[config.mk]
export PLATFORM = sky130hd
export DESIGN_NAME = fap_top
export DESIGN_NICKNAME = d
export VERILOG_FILES = /design/src/common/fap_pkg.sv /design/src/hw/fap_top.sv
export SDC_FILE = /design/constraint.sdc
export NUM_CORES = 1
export LEC_CHECK = 0
export BUFFER_PORTS_ARGS = -buffer_cell sky130_fd_sc_hd__buf_4
export CORE_UTILIZATION = 52
export CTS_BUF_LIST = sky130_fd_sc_hd__clkbuf_8
export CTS_CLUSTER_DIAMETER = 120
export DETAILED_ROUTE_END_ITERATION = 8
export GPL_TIMING_DRIVEN = 1
export PLACE_DENSITY_LB_ADDON = 0.3
export SLEW_MARGIN = 25
export SYNTH_ARGS = -nofsm -noshare
export SYNTH_HDL_FRONTEND = slang
export SYNTH_SLANG_ARGS = --single-unit
[constraint.sdc]
create_clock -name ref_clk -period 5.2 [get_ports ref_clk]
set_input_delay 1.04 -clock ref_clk [delete_from_list [all_inputs] [get_ports ref_clk]]
set_output_delay 1.04 -clock ref_clk [all_outputs]
set_load 0.03 [all_outputs]
[src/common/fap_pkg.sv]
// Operation
// - Disable fuse without re-enable cancels access protection
// - First disable fuse needs debug and access protection
// - Disable fuse x needs re-enable fuse x-1 programmed
// - Re-enable fuse restores protection until next disable
// - Re-enable fuse x needs disable fuse x programmed
// - Temporary unprotect bit suspends access protection
// - Only flash-fetched code may set temporary unprotect
// - Protected flash data readable only when fetching flash
// - At most sixteen disable/re-enable cycles, while unprotected
// - Foreign writes ignored, foreign reads give dummy and trap
// - Peripheral event transfers blocked while protected
// - Control register writes rejected while protected
// - Write-protected sectors block program and erase
// - Writing one lifts only volatile sector protection
// - Reset or writing zero reinstates sector protection
// - Fuse register reads show fuses, not volatile copy
// - Reset or clearing unprotect bit reinstates protection
// - Fuses load once at reset, protections forced meanwhile
package fap_pkg;
    localparam int FAP_ADDR_W = 24;
    localparam int FAP_DATA_W = 32;
    localparam int FAP_FUSE_W = 16;
    localparam int FAP_N_PAIRS = 16;
    localparam int FAP_N_SECT = 10;
    // *****************************************
    // Register indices (byte address is four times the index)
    // *****************************************
    localparam logic [21:0] FAP_IDX_ACCESS_FUSES = 22'h08dfb8;
    localparam logic [21:0] FAP_IDX_SECTOR_WP = 22'h08dfb0;
    localparam logic [21:0] FAP_IDX_DISABLE = 22'h08dfbc;
    localparam logic [21:0] FAP_IDX_REENABLE = 22'h08dfbe;
    localparam logic [21:0] FAP_IDX_TEMP_UNPROT = 22'h08dfc0;
    localparam logic [21:0] FAP_IDX_STATUS = 22'h08dfc4;
    // *****************************************
    // Field positions and values
    // *****************************************
    localparam int FAP_ACCESS_PROTECT_FUSE_BIT = 0;
    localparam int FAP_DEBUG_PROTECT_FUSE_BIT = 1;
    localparam int FAP_TEMP_UNPROTECT_BIT_BIT = 0;
    localparam int FAP_ST_LOADED = 0;
    localparam int FAP_ST_ACC_PROT = 1;
    localparam int FAP_ST_DBG_PROT = 2;
    localparam int FAP_ST_REJECT = 3;
    localparam int FAP_ST_CANCELLED = 4;
    localparam logic [15:0] FAP_FUSE_ERASED = 16'hffff;
    localparam logic [15:0] FAP_TRAP_VECTOR = 16'h009b;
    localparam logic [15:0] FAP_DUMMY_DATA = 16'h0000;
    typedef enum logic [1:0] {FAP_SRC_FLASH, FAP_SRC_IRAM, FAP_SRC_XRAM, FAP_SRC_EXT} fap_src_e;
    typedef enum logic [1:0] {FAP_F_ACCESS, FAP_F_DISABLE, FAP_F_REENABLE, FAP_F_SECTOR} fap_fuse_e;
    typedef enum logic [2:0] {FAP_LD_ACCESS, FAP_LD_DISABLE, FAP_LD_REENABLE, FAP_LD_SECTOR, FAP_LD_DONE} fap_load_e;
    typedef struct packed {
        logic [15:0] access;
        logic [15:0] disable_f;
        logic [15:0] reenable;
        logic [15:0] sector;
    } fap_nv_s;
    typedef struct packed {
        logic valid;
        logic write;
        logic peripheral_event_transfer;
        logic ctrl;
    } fap_acc_s;
    typedef struct packed {
        logic done;
        logic allow;
        logic dummy;
        logic trap;
    } fap_verdict_s;
    typedef struct packed {
        logic valid;
        fap_fuse_e target;
        logic [15:0] data;
    } fap_prog_s;
endpackage

[src/hw/fap_top.sv]
module fap_top #(
    parameter int N_SECT = fap_pkg::FAP_N_SECT
) (
    input wire logic ref_clk,
    input wire logic rstn,
    input wire logic wb_cyc,
    input wire logic wb_stb,
    input wire logic wb_we,
    input wire logic [fap_pkg::FAP_ADDR_W-1:0] wb_adr,
    input wire logic [3:0] wb_sel,
    input wire logic [fap_pkg::FAP_DATA_W-1:0] wb_dat_w,
    output logic [fap_pkg::FAP_DATA_W-1:0] wb_dat_r,
    output logic wb_ack,
    input wire fap_pkg::fap_src_e fetch_src,
    input wire fap_pkg::fap_nv_s nv_fuses,
    output fap_pkg::fap_prog_s nv_prog,
    input wire fap_pkg::fap_acc_s acc_req,
    output fap_pkg::fap_verdict_s acc_verdict,
    output logic [15:0] trap_vector,
    output logic [15:0] dummy_data,
    input wire logic pe_valid,
    input wire logic [N_SECT-1:0] pe_sectors,
    output logic pe_done,
    output logic pe_blocked,
    output logic [N_SECT-1:0] pe_permit,
    output logic access_protected,
    output logic debug_protected
);
    import fap_pkg::*;

    // *****************************************
    // Reset release
    // *****************************************
    logic rst_q1;
    logic rst_n;

    always_ff @(posedge ref_clk or negedge rstn) begin
        if (!rstn) begin
            rst_q1 <= 1'b0;
            rst_n <= 1'b0;
        end else begin
            rst_q1 <= 1'b1;
            rst_n <= rst_q1;
        end
    end

    // *****************************************
    // Helper functions
    // *****************************************
    function automatic logic cancel_active(input logic [15:0] dis, input logic [15:0] reen);
        logic hit;
        hit = 1'b0;
        for (int x = 0; x < FAP_N_PAIRS; x++) begin
            if (!dis[x] && reen[x]) begin
                hit = 1'b1;
            end
        end
        return hit;
    endfunction

    function automatic logic [15:0] disable_ok(input logic [15:0] acc, input logic [15:0] reen);
        logic [15:0] ok;
        ok = '0;
        ok[0] = !acc[FAP_ACCESS_PROTECT_FUSE_BIT] && !acc[FAP_DEBUG_PROTECT_FUSE_BIT];
        for (int x = 1; x < FAP_N_PAIRS; x++) begin
            ok[x] = !reen[x-1];
        end
        return ok;
    endfunction

    function automatic logic [15:0] lane_data(input logic [31:0] d, input logic [3:0] sel);
        return {sel[1] ? d[15:8] : 8'hff, sel[0] ? d[7:0] : 8'hff};
    endfunction

    function automatic logic hit_idx(input logic [FAP_ADDR_W-1:0] a, input logic [21:0] idx);
        return a == {idx, 2'b00};
    endfunction

    // *****************************************
    // Fuse load at reset
    // *****************************************
    fap_load_e load_state;
    logic loaded;
    logic [15:0] fuse_acc;
    logic [15:0] fuse_dis;
    logic [15:0] fuse_reen;
    logic [N_SECT-1:0] fuse_wp;
    logic [N_SECT-1:0] wp_vol;
    logic temp_unprotect_bit;
    logic reject;

    assign loaded = load_state == FAP_LD_DONE;

    always_ff @(posedge ref_clk or negedge rst_n) begin
        if (!rst_n) begin
            load_state <= FAP_LD_ACCESS;
        end else begin
            case (load_state)
                FAP_LD_ACCESS: load_state <= FAP_LD_DISABLE;
                FAP_LD_DISABLE: load_state <= FAP_LD_REENABLE;
                FAP_LD_REENABLE: load_state <= FAP_LD_SECTOR;
                FAP_LD_SECTOR: load_state <= FAP_LD_DONE;
                default: load_state <= FAP_LD_DONE;
            endcase
        end
    end

    // *****************************************
    // Protection state
    // *****************************************
    logic cancelled;
    logic acc_prot;
    logic dbg_prot;
    logic src_flash;

    assign src_flash = fetch_src == FAP_SRC_FLASH;
    assign cancelled = cancel_active(fuse_dis, fuse_reen);
    // Until the fuses are in, every protection is held on
    assign acc_prot = !loaded || (!fuse_acc[FAP_ACCESS_PROTECT_FUSE_BIT] && !cancelled && !temp_unprotect_bit);
    assign dbg_prot = !loaded || (!fuse_acc[FAP_DEBUG_PROTECT_FUSE_BIT] && !cancelled);

    // *****************************************
    // Wishbone slave
    // *****************************************
    logic req;
    logic wr_now;
    logic hit_acc;
    logic hit_dis;
    logic hit_reen;
    logic hit_wp;
    logic hit_temp_unprotect_bit;
    logic hit_stat;
    logic [15:0] wd;
    logic set_allowed;
    logic set_op;
    logic [31:0] next_rd;

    assign req = wb_cyc && wb_stb;
    assign wr_now = req && wb_ack && wb_we;
    assign hit_acc = hit_idx(wb_adr, FAP_IDX_ACCESS_FUSES);
    assign hit_dis = hit_idx(wb_adr, FAP_IDX_DISABLE);
    assign hit_reen = hit_idx(wb_adr, FAP_IDX_REENABLE);
    assign hit_wp = hit_idx(wb_adr, FAP_IDX_SECTOR_WP);
    assign hit_temp_unprotect_bit = hit_idx(wb_adr, FAP_IDX_TEMP_UNPROT);
    assign hit_stat = hit_idx(wb_adr, FAP_IDX_STATUS);
    assign wd = lane_data(wb_dat_w, wb_sel);
    assign set_op = wr_now && (hit_acc || hit_dis || hit_reen || hit_wp);
    // Protection-set runs only from outside flash and with protection lifted
    assign set_allowed = loaded && !acc_prot && !src_flash;

    always_comb begin
        next_rd = '0;
        if (hit_acc) begin
            next_rd[15:0] = fuse_acc;
        end else if (hit_dis) begin
            next_rd[15:0] = fuse_dis;
        end else if (hit_reen) begin
            next_rd[15:0] = fuse_reen;
        end else if (hit_wp) begin
            next_rd[N_SECT-1:0] = fuse_wp;
        end else if (hit_temp_unprotect_bit) begin
            next_rd[FAP_TEMP_UNPROTECT_BIT_BIT] = temp_unprotect_bit;
        end else if (hit_stat) begin
            next_rd[FAP_ST_LOADED] = loaded;
            next_rd[FAP_ST_ACC_PROT] = acc_prot;
            next_rd[FAP_ST_DBG_PROT] = dbg_prot;
            next_rd[FAP_ST_REJECT] = reject;
            next_rd[FAP_ST_CANCELLED] = cancelled;
        end
    end

    always_ff @(posedge ref_clk or negedge rst_n) begin
        if (!rst_n) begin
            wb_ack <= 1'b0;
            wb_dat_r <= '0;
        end else begin
            wb_ack <= req && !wb_ack;
            if (req && !wb_ack && !wb_we) begin
                wb_dat_r <= next_rd;
            end
        end
    end

    // *****************************************
    // Temporary unprotect bit
    // *****************************************
    always_ff @(posedge ref_clk or negedge rst_n) begin
        if (!rst_n) begin
            temp_unprotect_bit <= 1'b0;
        end else if (wr_now && hit_temp_unprotect_bit && wb_sel[0]) begin
            if (!wb_dat_w[FAP_TEMP_UNPROTECT_BIT_BIT]) begin
                temp_unprotect_bit <= 1'b0;
            end else if (src_flash) begin
                temp_unprotect_bit <= 1'b1;
            end
        end
    end

    // *****************************************
    // Protection-set on the fuses
    // *****************************************
    logic [15:0] dis_req;
    logic [15:0] dis_grant;
    logic [15:0] reen_req;
    logic [15:0] reen_grant;
    logic [15:0] dis_allow;
    logic bad_bits;

    assign dis_allow = disable_ok(fuse_acc, fuse_reen);
    assign dis_req = fuse_dis & ~wd;
    assign dis_grant = dis_req & dis_allow;
    assign reen_req = fuse_reen & ~wd;
    assign reen_grant = reen_req & ~fuse_dis;
    assign bad_bits = (hit_dis && (dis_req & ~dis_allow) != '0) || (hit_reen && (reen_req & fuse_dis) != '0);

    always_ff @(posedge ref_clk or negedge rst_n) begin
        if (!rst_n) begin
            fuse_acc <= FAP_FUSE_ERASED;
            fuse_dis <= FAP_FUSE_ERASED;
            fuse_reen <= FAP_FUSE_ERASED;
        end else if (load_state == FAP_LD_ACCESS) begin
            fuse_acc <= nv_fuses.access;
        end else if (load_state == FAP_LD_DISABLE) begin
            fuse_dis <= nv_fuses.disable_f;
        end else if (load_state == FAP_LD_REENABLE) begin
            fuse_reen <= nv_fuses.reenable;
        end else if (set_op && set_allowed) begin
            if (hit_acc) begin
                fuse_acc <= fuse_acc & wd;
            end
            if (hit_dis) begin
                fuse_dis <= fuse_dis & ~dis_grant;
            end
            if (hit_reen) begin
                fuse_reen <= fuse_reen & ~reen_grant;
            end
        end
    end

    always_ff @(posedge ref_clk or negedge rst_n) begin
        if (!rst_n) begin
            fuse_wp <= '0;
            wp_vol <= '0;
        end else if (load_state == FAP_LD_SECTOR) begin
            fuse_wp <= nv_fuses.sector[N_SECT-1:0];
            wp_vol <= nv_fuses.sector[N_SECT-1:0];
        end else if (set_op && set_allowed && hit_wp) begin
            fuse_wp <= fuse_wp & wd[N_SECT-1:0];
            wp_vol <= wd[N_SECT-1:0];
        end
    end

    // Refusal flag; a new refusal wins over a clear in the same cycle
    always_ff @(posedge ref_clk or negedge rst_n) begin
        if (!rst_n) begin
            reject <= 1'b0;
        end else if (set_op && (!set_allowed || bad_bits)) begin
            reject <= 1'b1;
        end else if (wr_now && hit_stat && wb_sel[0] && wb_dat_w[FAP_ST_REJECT]) begin
            reject <= 1'b0;
        end
    end

    // Programming pulse toward the nonvolatile array
    always_ff @(posedge ref_clk or negedge rst_n) begin
        if (!rst_n) begin
            nv_prog <= '0;
        end else begin
            nv_prog.valid <= set_op && set_allowed;
            if (set_op && set_allowed) begin
                if (hit_acc) begin
                    nv_prog.target <= FAP_F_ACCESS;
                    nv_prog.data <= wd;
                end else if (hit_dis) begin
                    nv_prog.target <= FAP_F_DISABLE;
                    nv_prog.data <= ~dis_grant;
                end else if (hit_reen) begin
                    nv_prog.target <= FAP_F_REENABLE;
                    nv_prog.data <= ~reen_grant;
                end else begin
                    nv_prog.target <= FAP_F_SECTOR;
                    nv_prog.data <= wd;
                end
            end
        end
    end

    // *****************************************
    // Access verdicts
    // *****************************************
    logic next_allow;
    logic next_dummy;

    always_comb begin
        next_allow = 1'b1;
        next_dummy = 1'b0;
        if (acc_req.peripheral_event_transfer) begin
            next_allow = !acc_prot;
        end else if (acc_req.ctrl) begin
            next_allow = !acc_req.write || !acc_prot;
        end else if (!src_flash && acc_prot) begin
            next_allow = 1'b0;
            next_dummy = !acc_req.write;
        end
    end

    always_ff @(posedge ref_clk or negedge rst_n) begin
        if (!rst_n) begin
            acc_verdict <= '0;
        end else begin
            acc_verdict.done <= acc_req.valid;
            acc_verdict.allow <= acc_req.valid && next_allow;
            acc_verdict.dummy <= acc_req.valid && next_dummy;
            acc_verdict.trap <= acc_req.valid && next_dummy;
        end
    end

    always_ff @(posedge ref_clk or negedge rst_n) begin
        if (!rst_n) begin
            trap_vector <= '0;
            dummy_data <= '0;
            access_protected <= 1'b1;
            debug_protected <= 1'b1;
        end else begin
            trap_vector <= FAP_TRAP_VECTOR;
            dummy_data <= FAP_DUMMY_DATA;
            access_protected <= acc_prot;
            debug_protected <= dbg_prot;
        end
    end

    // *****************************************
    // Sector program and erase gating
    // *****************************************
    always_ff @(posedge ref_clk or negedge rst_n) begin
        if (!rst_n) begin
            pe_done <= 1'b0;
            pe_blocked <= 1'b0;
            pe_permit <= '0;
        end else begin
            pe_done <= pe_valid;
            pe_blocked <= pe_valid && (!loaded || (pe_sectors & ~wp_vol) != '0);
            pe_permit <= (pe_valid && loaded) ? (pe_sectors & wp_vol) : '0;
        end
    end
endmodule

==> impl_metrics.tcl, run 1 <==
set metrics [dict create \
    ctsHoldBuffers 0 \
    cts_buffers 17 \
    timing.rr.end "wp_vol[9]$_DFFE_PN0P_" \
    grt_pass1_wl_microns 33100 \
    via_count 6738 \
    r2r_setup_slack_ns 2.55 \
    design.portCount 248 \
    mostFrequentLayoutCell "buf_4" \
    finalCriticalPeriod_ns 2.97 \
    diodes 0 \
    synth_area_sq_um 7240 \
    drive_above_1_share 0.312 \
    die_x_microns 120 \
    worstSetupPathType "input pin to register" \
    finalSetupTns_ns 0 \
    maxCapViolCount 0 \
    slew_viol_final 0 \
    track_usage 0.303 \
    max_slew_margin 0.299 \
    p_per_area_nw_per_um2 261 \
    first_pass_iters 5 \
    detail_route.iter0.violations 606 \
    crit_path_max_fanout 16 \
    cp.arrival_ns 3.33 \
    irDropWorstVdd_uv 147 \
    antenna_found_initial 0 \
    hp-class "register to async pin" \
    seq_area_frac_synth 0.454 \
    via_per_inst 5.93 \
    detail-route-antenna-nets 0 \
    ys_warn_count 0 \
    finalCritPeriodShare 0.572 \
    clock_path_buffers 2 \
    start_util 0.541 \
    rr_worst_depth 7 \
    yosysTopAreaCell "dfrtp_1" \
    cts-htree-levels 4 \
    grt-ovfl-total 0 \
    io_buffers 180 \
    max_freq_ghz 0.336 \
    rsz0062_at_grt "no" \
    hold_ws_ns 0.179 \
    finalSetupViolCount 0 \
    cts_tree "done" \
    cp-endpoint "fuse_dis[2]$_DFFE_PN1P_" \
    path_clk_slew_ns 0.08 \
    p_leak_nw 4.22 \
    die_h_microns 120 \
    cts_root_buffer "clkbuf_8" \
    gp_congestion 0.904 \
    cp.required_ns 5.56 \
    fp.coreArea_sq_um 13400 \
    worstMarginPinSlew_ns 1.04 \
    fin_nets 1094 \
    synth_top_area_share 0.273 \
    layout_common_cells "190 x buf_4, 84 x nor2_1, 78 x dfrtp_1" \
    place_hpwl_microns 15600 \
    rr_startpoint "fuse_dis[0]$_DFFE_PN1P_" \
    cts.repair_timing.setup_buffer_count 0 \
    synthCells 778 \
    synth_ff_type "dfrtp_1" \
    clkSinkCount 129 \
    crit_start "wb_adr[15]" \
    num_rows 42 \
    wirelength_microns 21500 \
    drc 0 \
    synth-seq-cells 129 \
    area_delta_synth_final_pct 24.5 \
    finalClockSkew_ns 0.0112 \
    synth-edff-count 0 \
    start_kind "input pin" \
    cp-end-kind "register" \
    finalHoldViolCount 0 \
    grt_max_degree 73 \
    synth_area_per_cell_sq_um 9.31 \
    dieArea_sq_um 14400 \
    synth_cell_type_count 59 \
    async_flop_share 1.00 \
    clk_latency_ns 0.47 \
    avgRoutedWirePerCell_microns 18.9 \
    grt_pass1_vias 6295 \
    fill_cells 1127 \
    netlist_top_cells_area "dfrtp_1 27%, dfstp_2 18%, mux2i_1 7.5%" \
    cts_resized 0 \
    status "finished, final reports clean" \
    final_util 0.673 \
]
sequential cells by signal, indices dropped and copies added, names as in the netlist:
register / cells
nv_prog: 19
fuse_acc: 16
fuse_dis: 16
fuse_reen: 16
wb_dat_r: 16
fuse_wp: 10
pe_permit: 10
wp_vol: 10
acc_verdict: 3
load_state: 3
access_protected: 1
debug_protected: 1
pe_blocked: 1
pe_done: 1
reject: 1
rst_n: 1
rst_q1: 1
temp_unprotect_bit: 1
trap_vector: 1
wb_ack: 1
worst max-delay path, cell delays in order:
cell,delay [ns]
buf_4,0.11
nor4b_2,0.37
and4_1,0.34
and4_1,0.27
nand2_1,0.12
nor4_4,0.89
a31oi_1,0.19
final cells by class:
type | count | area [sq um] | area share
Clock buffer | 19 | 262 | 0.0290
Clock inverter | 13 | 168 | 0.0186
Inverter | 32 | 120 | 0.0133
Multi-Input combinational cell | 576 | 3500 | 0.388
Sequential cell | 129 | 3290 | 0.365
Tap cell | 176 | 220 | 0.0244
Timing Repair Buffer | 192 | 1450 | 0.161
per-layer routing:
layer | track usage | routed length [microns] | up-vias
met5 | 0 | 0 | -
met4 | 0.123 | 523 | 0
met3 | 0.0561 | 1960 | 41
met2 | 0.476 | 10000 | 396
met1 | 0.413 | 8980 | 3254
li1 | - | - | 3047
logic make-up after synthesis:
kind of cell / Yosys count / synth area share
simple gates: 289 / 0.211
buf+inv: 116 / 0.0884
flops: 129 / 0.454
other cells: 2 / 0.00104
mux: 61 / 0.0855
compound gates: 180 / 0.158
xor+xnor: 1 / 0.00121
how the worst min path moves through the flow:
stage | startpoint | endpoint | cells after the start
2_1_floorplan | rst_q1$_DFF_PN0_ | rst_n$_DFF_PN0_ | 0
3_3_place_gp | rst_n$_DFF_PN0_ | wp_vol[3]$_DFFE_PN0P_ | 0
3_5_place_dp | rst_n$_DFF_PN0_ | wp_vol[3]$_DFFE_PN0P_ | 0
4_1_cts | rst_n$_DFF_PN0_ | pe_permit[2]$_DFF_PN0_ | 0
5_1_grt | rst_n$_DFF_PN0_ | wp_vol[3]$_DFFE_PN0P_ | 0
6_report | rst_n$_DFF_PN0_ | pe_permit[2]$_DFF_PN0_ | 0
cell usage after synthesis, types with 3 or more instances:
library cell,n
a211oi_1,9
a21oi_1,63
a221oi_1,7
a222oi_1,5
a31oi_1,32
and2_1,4
and3_1,13
and4_1,3
buf_2,8
buf_4,50
clkbuf_1,23
dfrtp_1,79
dfstp_2,50
inv_1,32
mux2_2,7
mux2i_1,54
nand2_1,46
nand2b_1,31
nand3_1,38
nand3b_1,4
nand4_1,14
nor2_1,84
nor2b_1,17
nor3_1,6
nor3_2,3
nor4_1,7
o21a_1,3
o21ai_0,29
o22ai_1,15
or2_2,3
or4_1,3
power breakdown:
group | switching, mW | internal (mW)
clock network | 0.406 | 0.539
logic | 0.184 | 0.126
registers | 0.0404 | 1.06
total | 0.630 | 1.72
through the flow:
stage | power [mW] | cells | instance area, sq um | setup WS [ns]
3_3_place_gp | 1.41 | 1101 | 8550 | 1.59
3_5_place_dp | 1.42 | 1103 | 8570 | 1.54
2_1_floorplan | 1.30 | 821 | 7400 | 1.43
6_report | 2.35 | 1137 | 9020 | 2.23
4_1_cts | 2.35 | 1135 | 9000 | 2.02
5_1_grt | 2.43 | 1137 | 9020 | 2.03
(Power assumes the default switching activity.)
==> run 2: changes to the inputs <==
--- a/config.mk
+++ b/config.mk
@@ -6,7 +6,7 @@
 export NUM_CORES = 1
 export LEC_CHECK = 0
 export BUFFER_PORTS_ARGS = -buffer_cell sky130_fd_sc_hd__buf_4
-export CORE_UTILIZATION = 52
+export CORE_UTILIZATION = 47
 export CTS_BUF_LIST = sky130_fd_sc_hd__clkbuf_8
 export CTS_CLUSTER_DIAMETER = 120
 export DETAILED_ROUTE_END_ITERATION = 8
==> constraint.sdc (replaced) <==
create_clock -name ref_clk -period 2.4 [get_ports ref_clk]
set_input_delay 0.48 -clock ref_clk [delete_from_list [all_inputs] [get_ports ref_clk]]
set_output_delay 0.48 -clock ref_clk [all_outputs]
set_load 0.03 [all_outputs]
==> impl_metrics.tcl, run 2 (synthesized netlist as in run 1, its figures left out) <==
set metrics [dict create \
    r2r_setup_slack_ns 0.09 \
    crit_start "fuse_dis[0]$_DFFE_PN1P_" \
    gp_congestion 0.944 \
    top_register "nv_prog" \
    crit_path_max_fanout 14 \
    finalClockSkew_ns 0.0131 \
    num_rows 45 \
    multiInputGateArea_sq_um 3510 \
    clk_latency_ns 0.46 \
    p_leak_nw 4.62 \
    cts.repair_timing.setup_buffer_count 0 \
    track_usage 0.296 \
    die_x_microns 126 \
    start_util 0.478 \
    critPathTopFamily "simple AND/OR/NAND/NOR gates" \
    grt_pass1_vias 6621 \
    grt-ovfl-total 0 \
    die_h_microns 126 \
    start_kind "register" \
    timing.rr.end "wp_vol[2]$_DFFE_PN0P_" \
    slew_viol_final 0 \
    cts_buffers 17 \
    cp_slowest_cell "dfstp_2" \
    place_hpwl_microns 17500 \
    finalSetupViolCount 0 \
    io_buffers 180 \
    mostFrequentLayoutCell "buf_4" \
    finalCritPeriodShare 0.964 \
    worstMarginPinSlew_ns 0.661 \
    diodes 0 \
    finalCriticalPeriod_ns 2.31 \
    worstSetupPathType "register to register" \
    drc 0 \
    grt_pass1_wl_microns 35200 \
    cp-endpoint "wp_vol[2]$_DFFE_PN0P_" \
    detail_route.iter0.violations 753 \
    fp.coreArea_sq_um 15100 \
    clkSinkCount 129 \
    cp.required_ns 2.76 \
    hp-class "input pin to register" \
    clock_path_buffers 2 \
    area_delta_synth_final_pct 33.4 \
    worst-path-buf-inv 1 \
    cp.arrival_ns 2.67 \
    status "finished, final reports clean" \
    crit_chain "nand2b_1, nand4_1, or4_4, o2111ai_2, buf_6, nor2_1, a211oi_1" \
    worst-path-stages 7 \
    fill_cells 1340 \
    maxCapViolCount 0 \
    finalHoldViolCount 0 \
    drive_above_1_share 0.361 \
    cp-end-kind "register" \
    regArea_sq_um 3290 \
    layout_common_cells "262 x buf_4, 84 x nor2_1, 78 x dfrtp_1" \
    max_slew_margin 0.559 \
    hp-start "acc_req[3]" \
    avgRoutedWirePerCell_microns 18.6 \
    path_clk_slew_ns 0.07 \
    via_count 6969 \
    design.portCount 248 \
    irDropWorstVdd_uv 304 \
    cts-htree-levels 4 \
    rr_startpoint "fuse_dis[0]$_DFFE_PN1P_" \
    first_pass_iters 7 \
    max_freq_ghz 0.432 \
    fin_nets 1174 \
    antenna_found_initial 0 \
    cts_tree "done" \
    detail-route-antenna-nets 0 \
    dieArea_sq_um 15900 \
    cpPeakStageDelay_ns 0.53 \
    finalPower_mw 4.87 \
    grt_max_degree 85 \
    p_per_area_nw_per_um2 504 \
    wirelength_microns 22800 \
    finalSetupTns_ns 0 \
    cts_root_buffer "clkbuf_8" \
    largest_reg_flops 19 \
    rr_worst_depth 7 \
    via_per_inst 5.67 \
    rsz0062_at_grt "yes" \
]
==> run 2: cell count changes in the layout (fill, tap and decap cells not counted), moves of 2 or more <==
cell,delta
buf_12,+7
buf_4,+72
bufinv_16,-3
clkbuf_8,+2
clkinv_2,-2
inv_1,+4
==> run 2: worst min-delay path by stage <==
| stage | endpoint | slack (ns) | depth (start not counted) |
|---|---|---|---|
| 2_1_floorplan | rst_n$_DFF_PN0_ | 0.18 | 0 |
| 3_3_place_gp | pe_permit[3]$_DFF_PN0_ | 0.18 | 0 |
| 3_5_place_dp | pe_permit[7]$_DFF_PN0_ | 0.19 | 0 |
| 4_1_cts | acc_verdict[3]$_DFF_PN0_ | 0.12 | 1 |
| 5_1_grt | acc_verdict[3]$_DFF_PN0_ | 0.13 | 1 |
| 6_report | acc_verdict[3]$_DFF_PN0_ | 0.14 | 1 |
==> run 2: through the flow <==
stage	utilization	area (sq um)	std cells	hold slack, ns	setup WS (ns)
finish	0.638	9660	1229	0.145	0.0853
global route	0.638	9660	1229	0.131	-0.0158
CTS	0.636	9630	1228	0.123	0.0272
global placement	0.611	9260	1195	0.184	-0.352
floorplan	-	7410	821	0.184	0.171
detailed placement	0.611	9260	1195	0.190	-0.448
==> run 2: what timing repair did <==
| item | 4_1_cts | 5_1_grt |
|---|---|---|
| endpoints found under the hold margin | 2 | 0 |
| cloned | 0 | 0 |
| setup endpoints to repair | 56 | 48 |
| pin swaps | 0 | 2 |
| hold buffers | 1 | 0 |
| resized for setup | 1 | 3 |
==> run 2: area by class of cell <==
| type | instances | share of cell area |
|---|---|---|
| clock buffers | 21 | 0.0299 |
| clock inverters | 11 | 0.00777 |
| inverters | 32 | 0.0124 |
| multi-input cells | 576 | 0.363 |
| flip-flops and latches | 129 | 0.341 |
| well taps | 188 | 0.0243 |
| repair buffers | 272 | 0.221 |
==> run 2: where the power goes <==
group	switching [mW]	total, mW	internal, mW
Sequential	0.0600	2.35	2.29
Clock	0.856	1.76	0.900
Combinational	0.447	0.767	0.320
==> run 2: per-layer routing <==
layer | vias up | global-route usage | wire, microns
li1 | 3207 | - | -
met1 | 3336 | 0.404 | 9610
met2 | 382 | 0.451 | 10400
met3 | 44 | 0.0709 | 2200
met4 | 0 | 0.124 | 606
met5 | - | 0 | 0
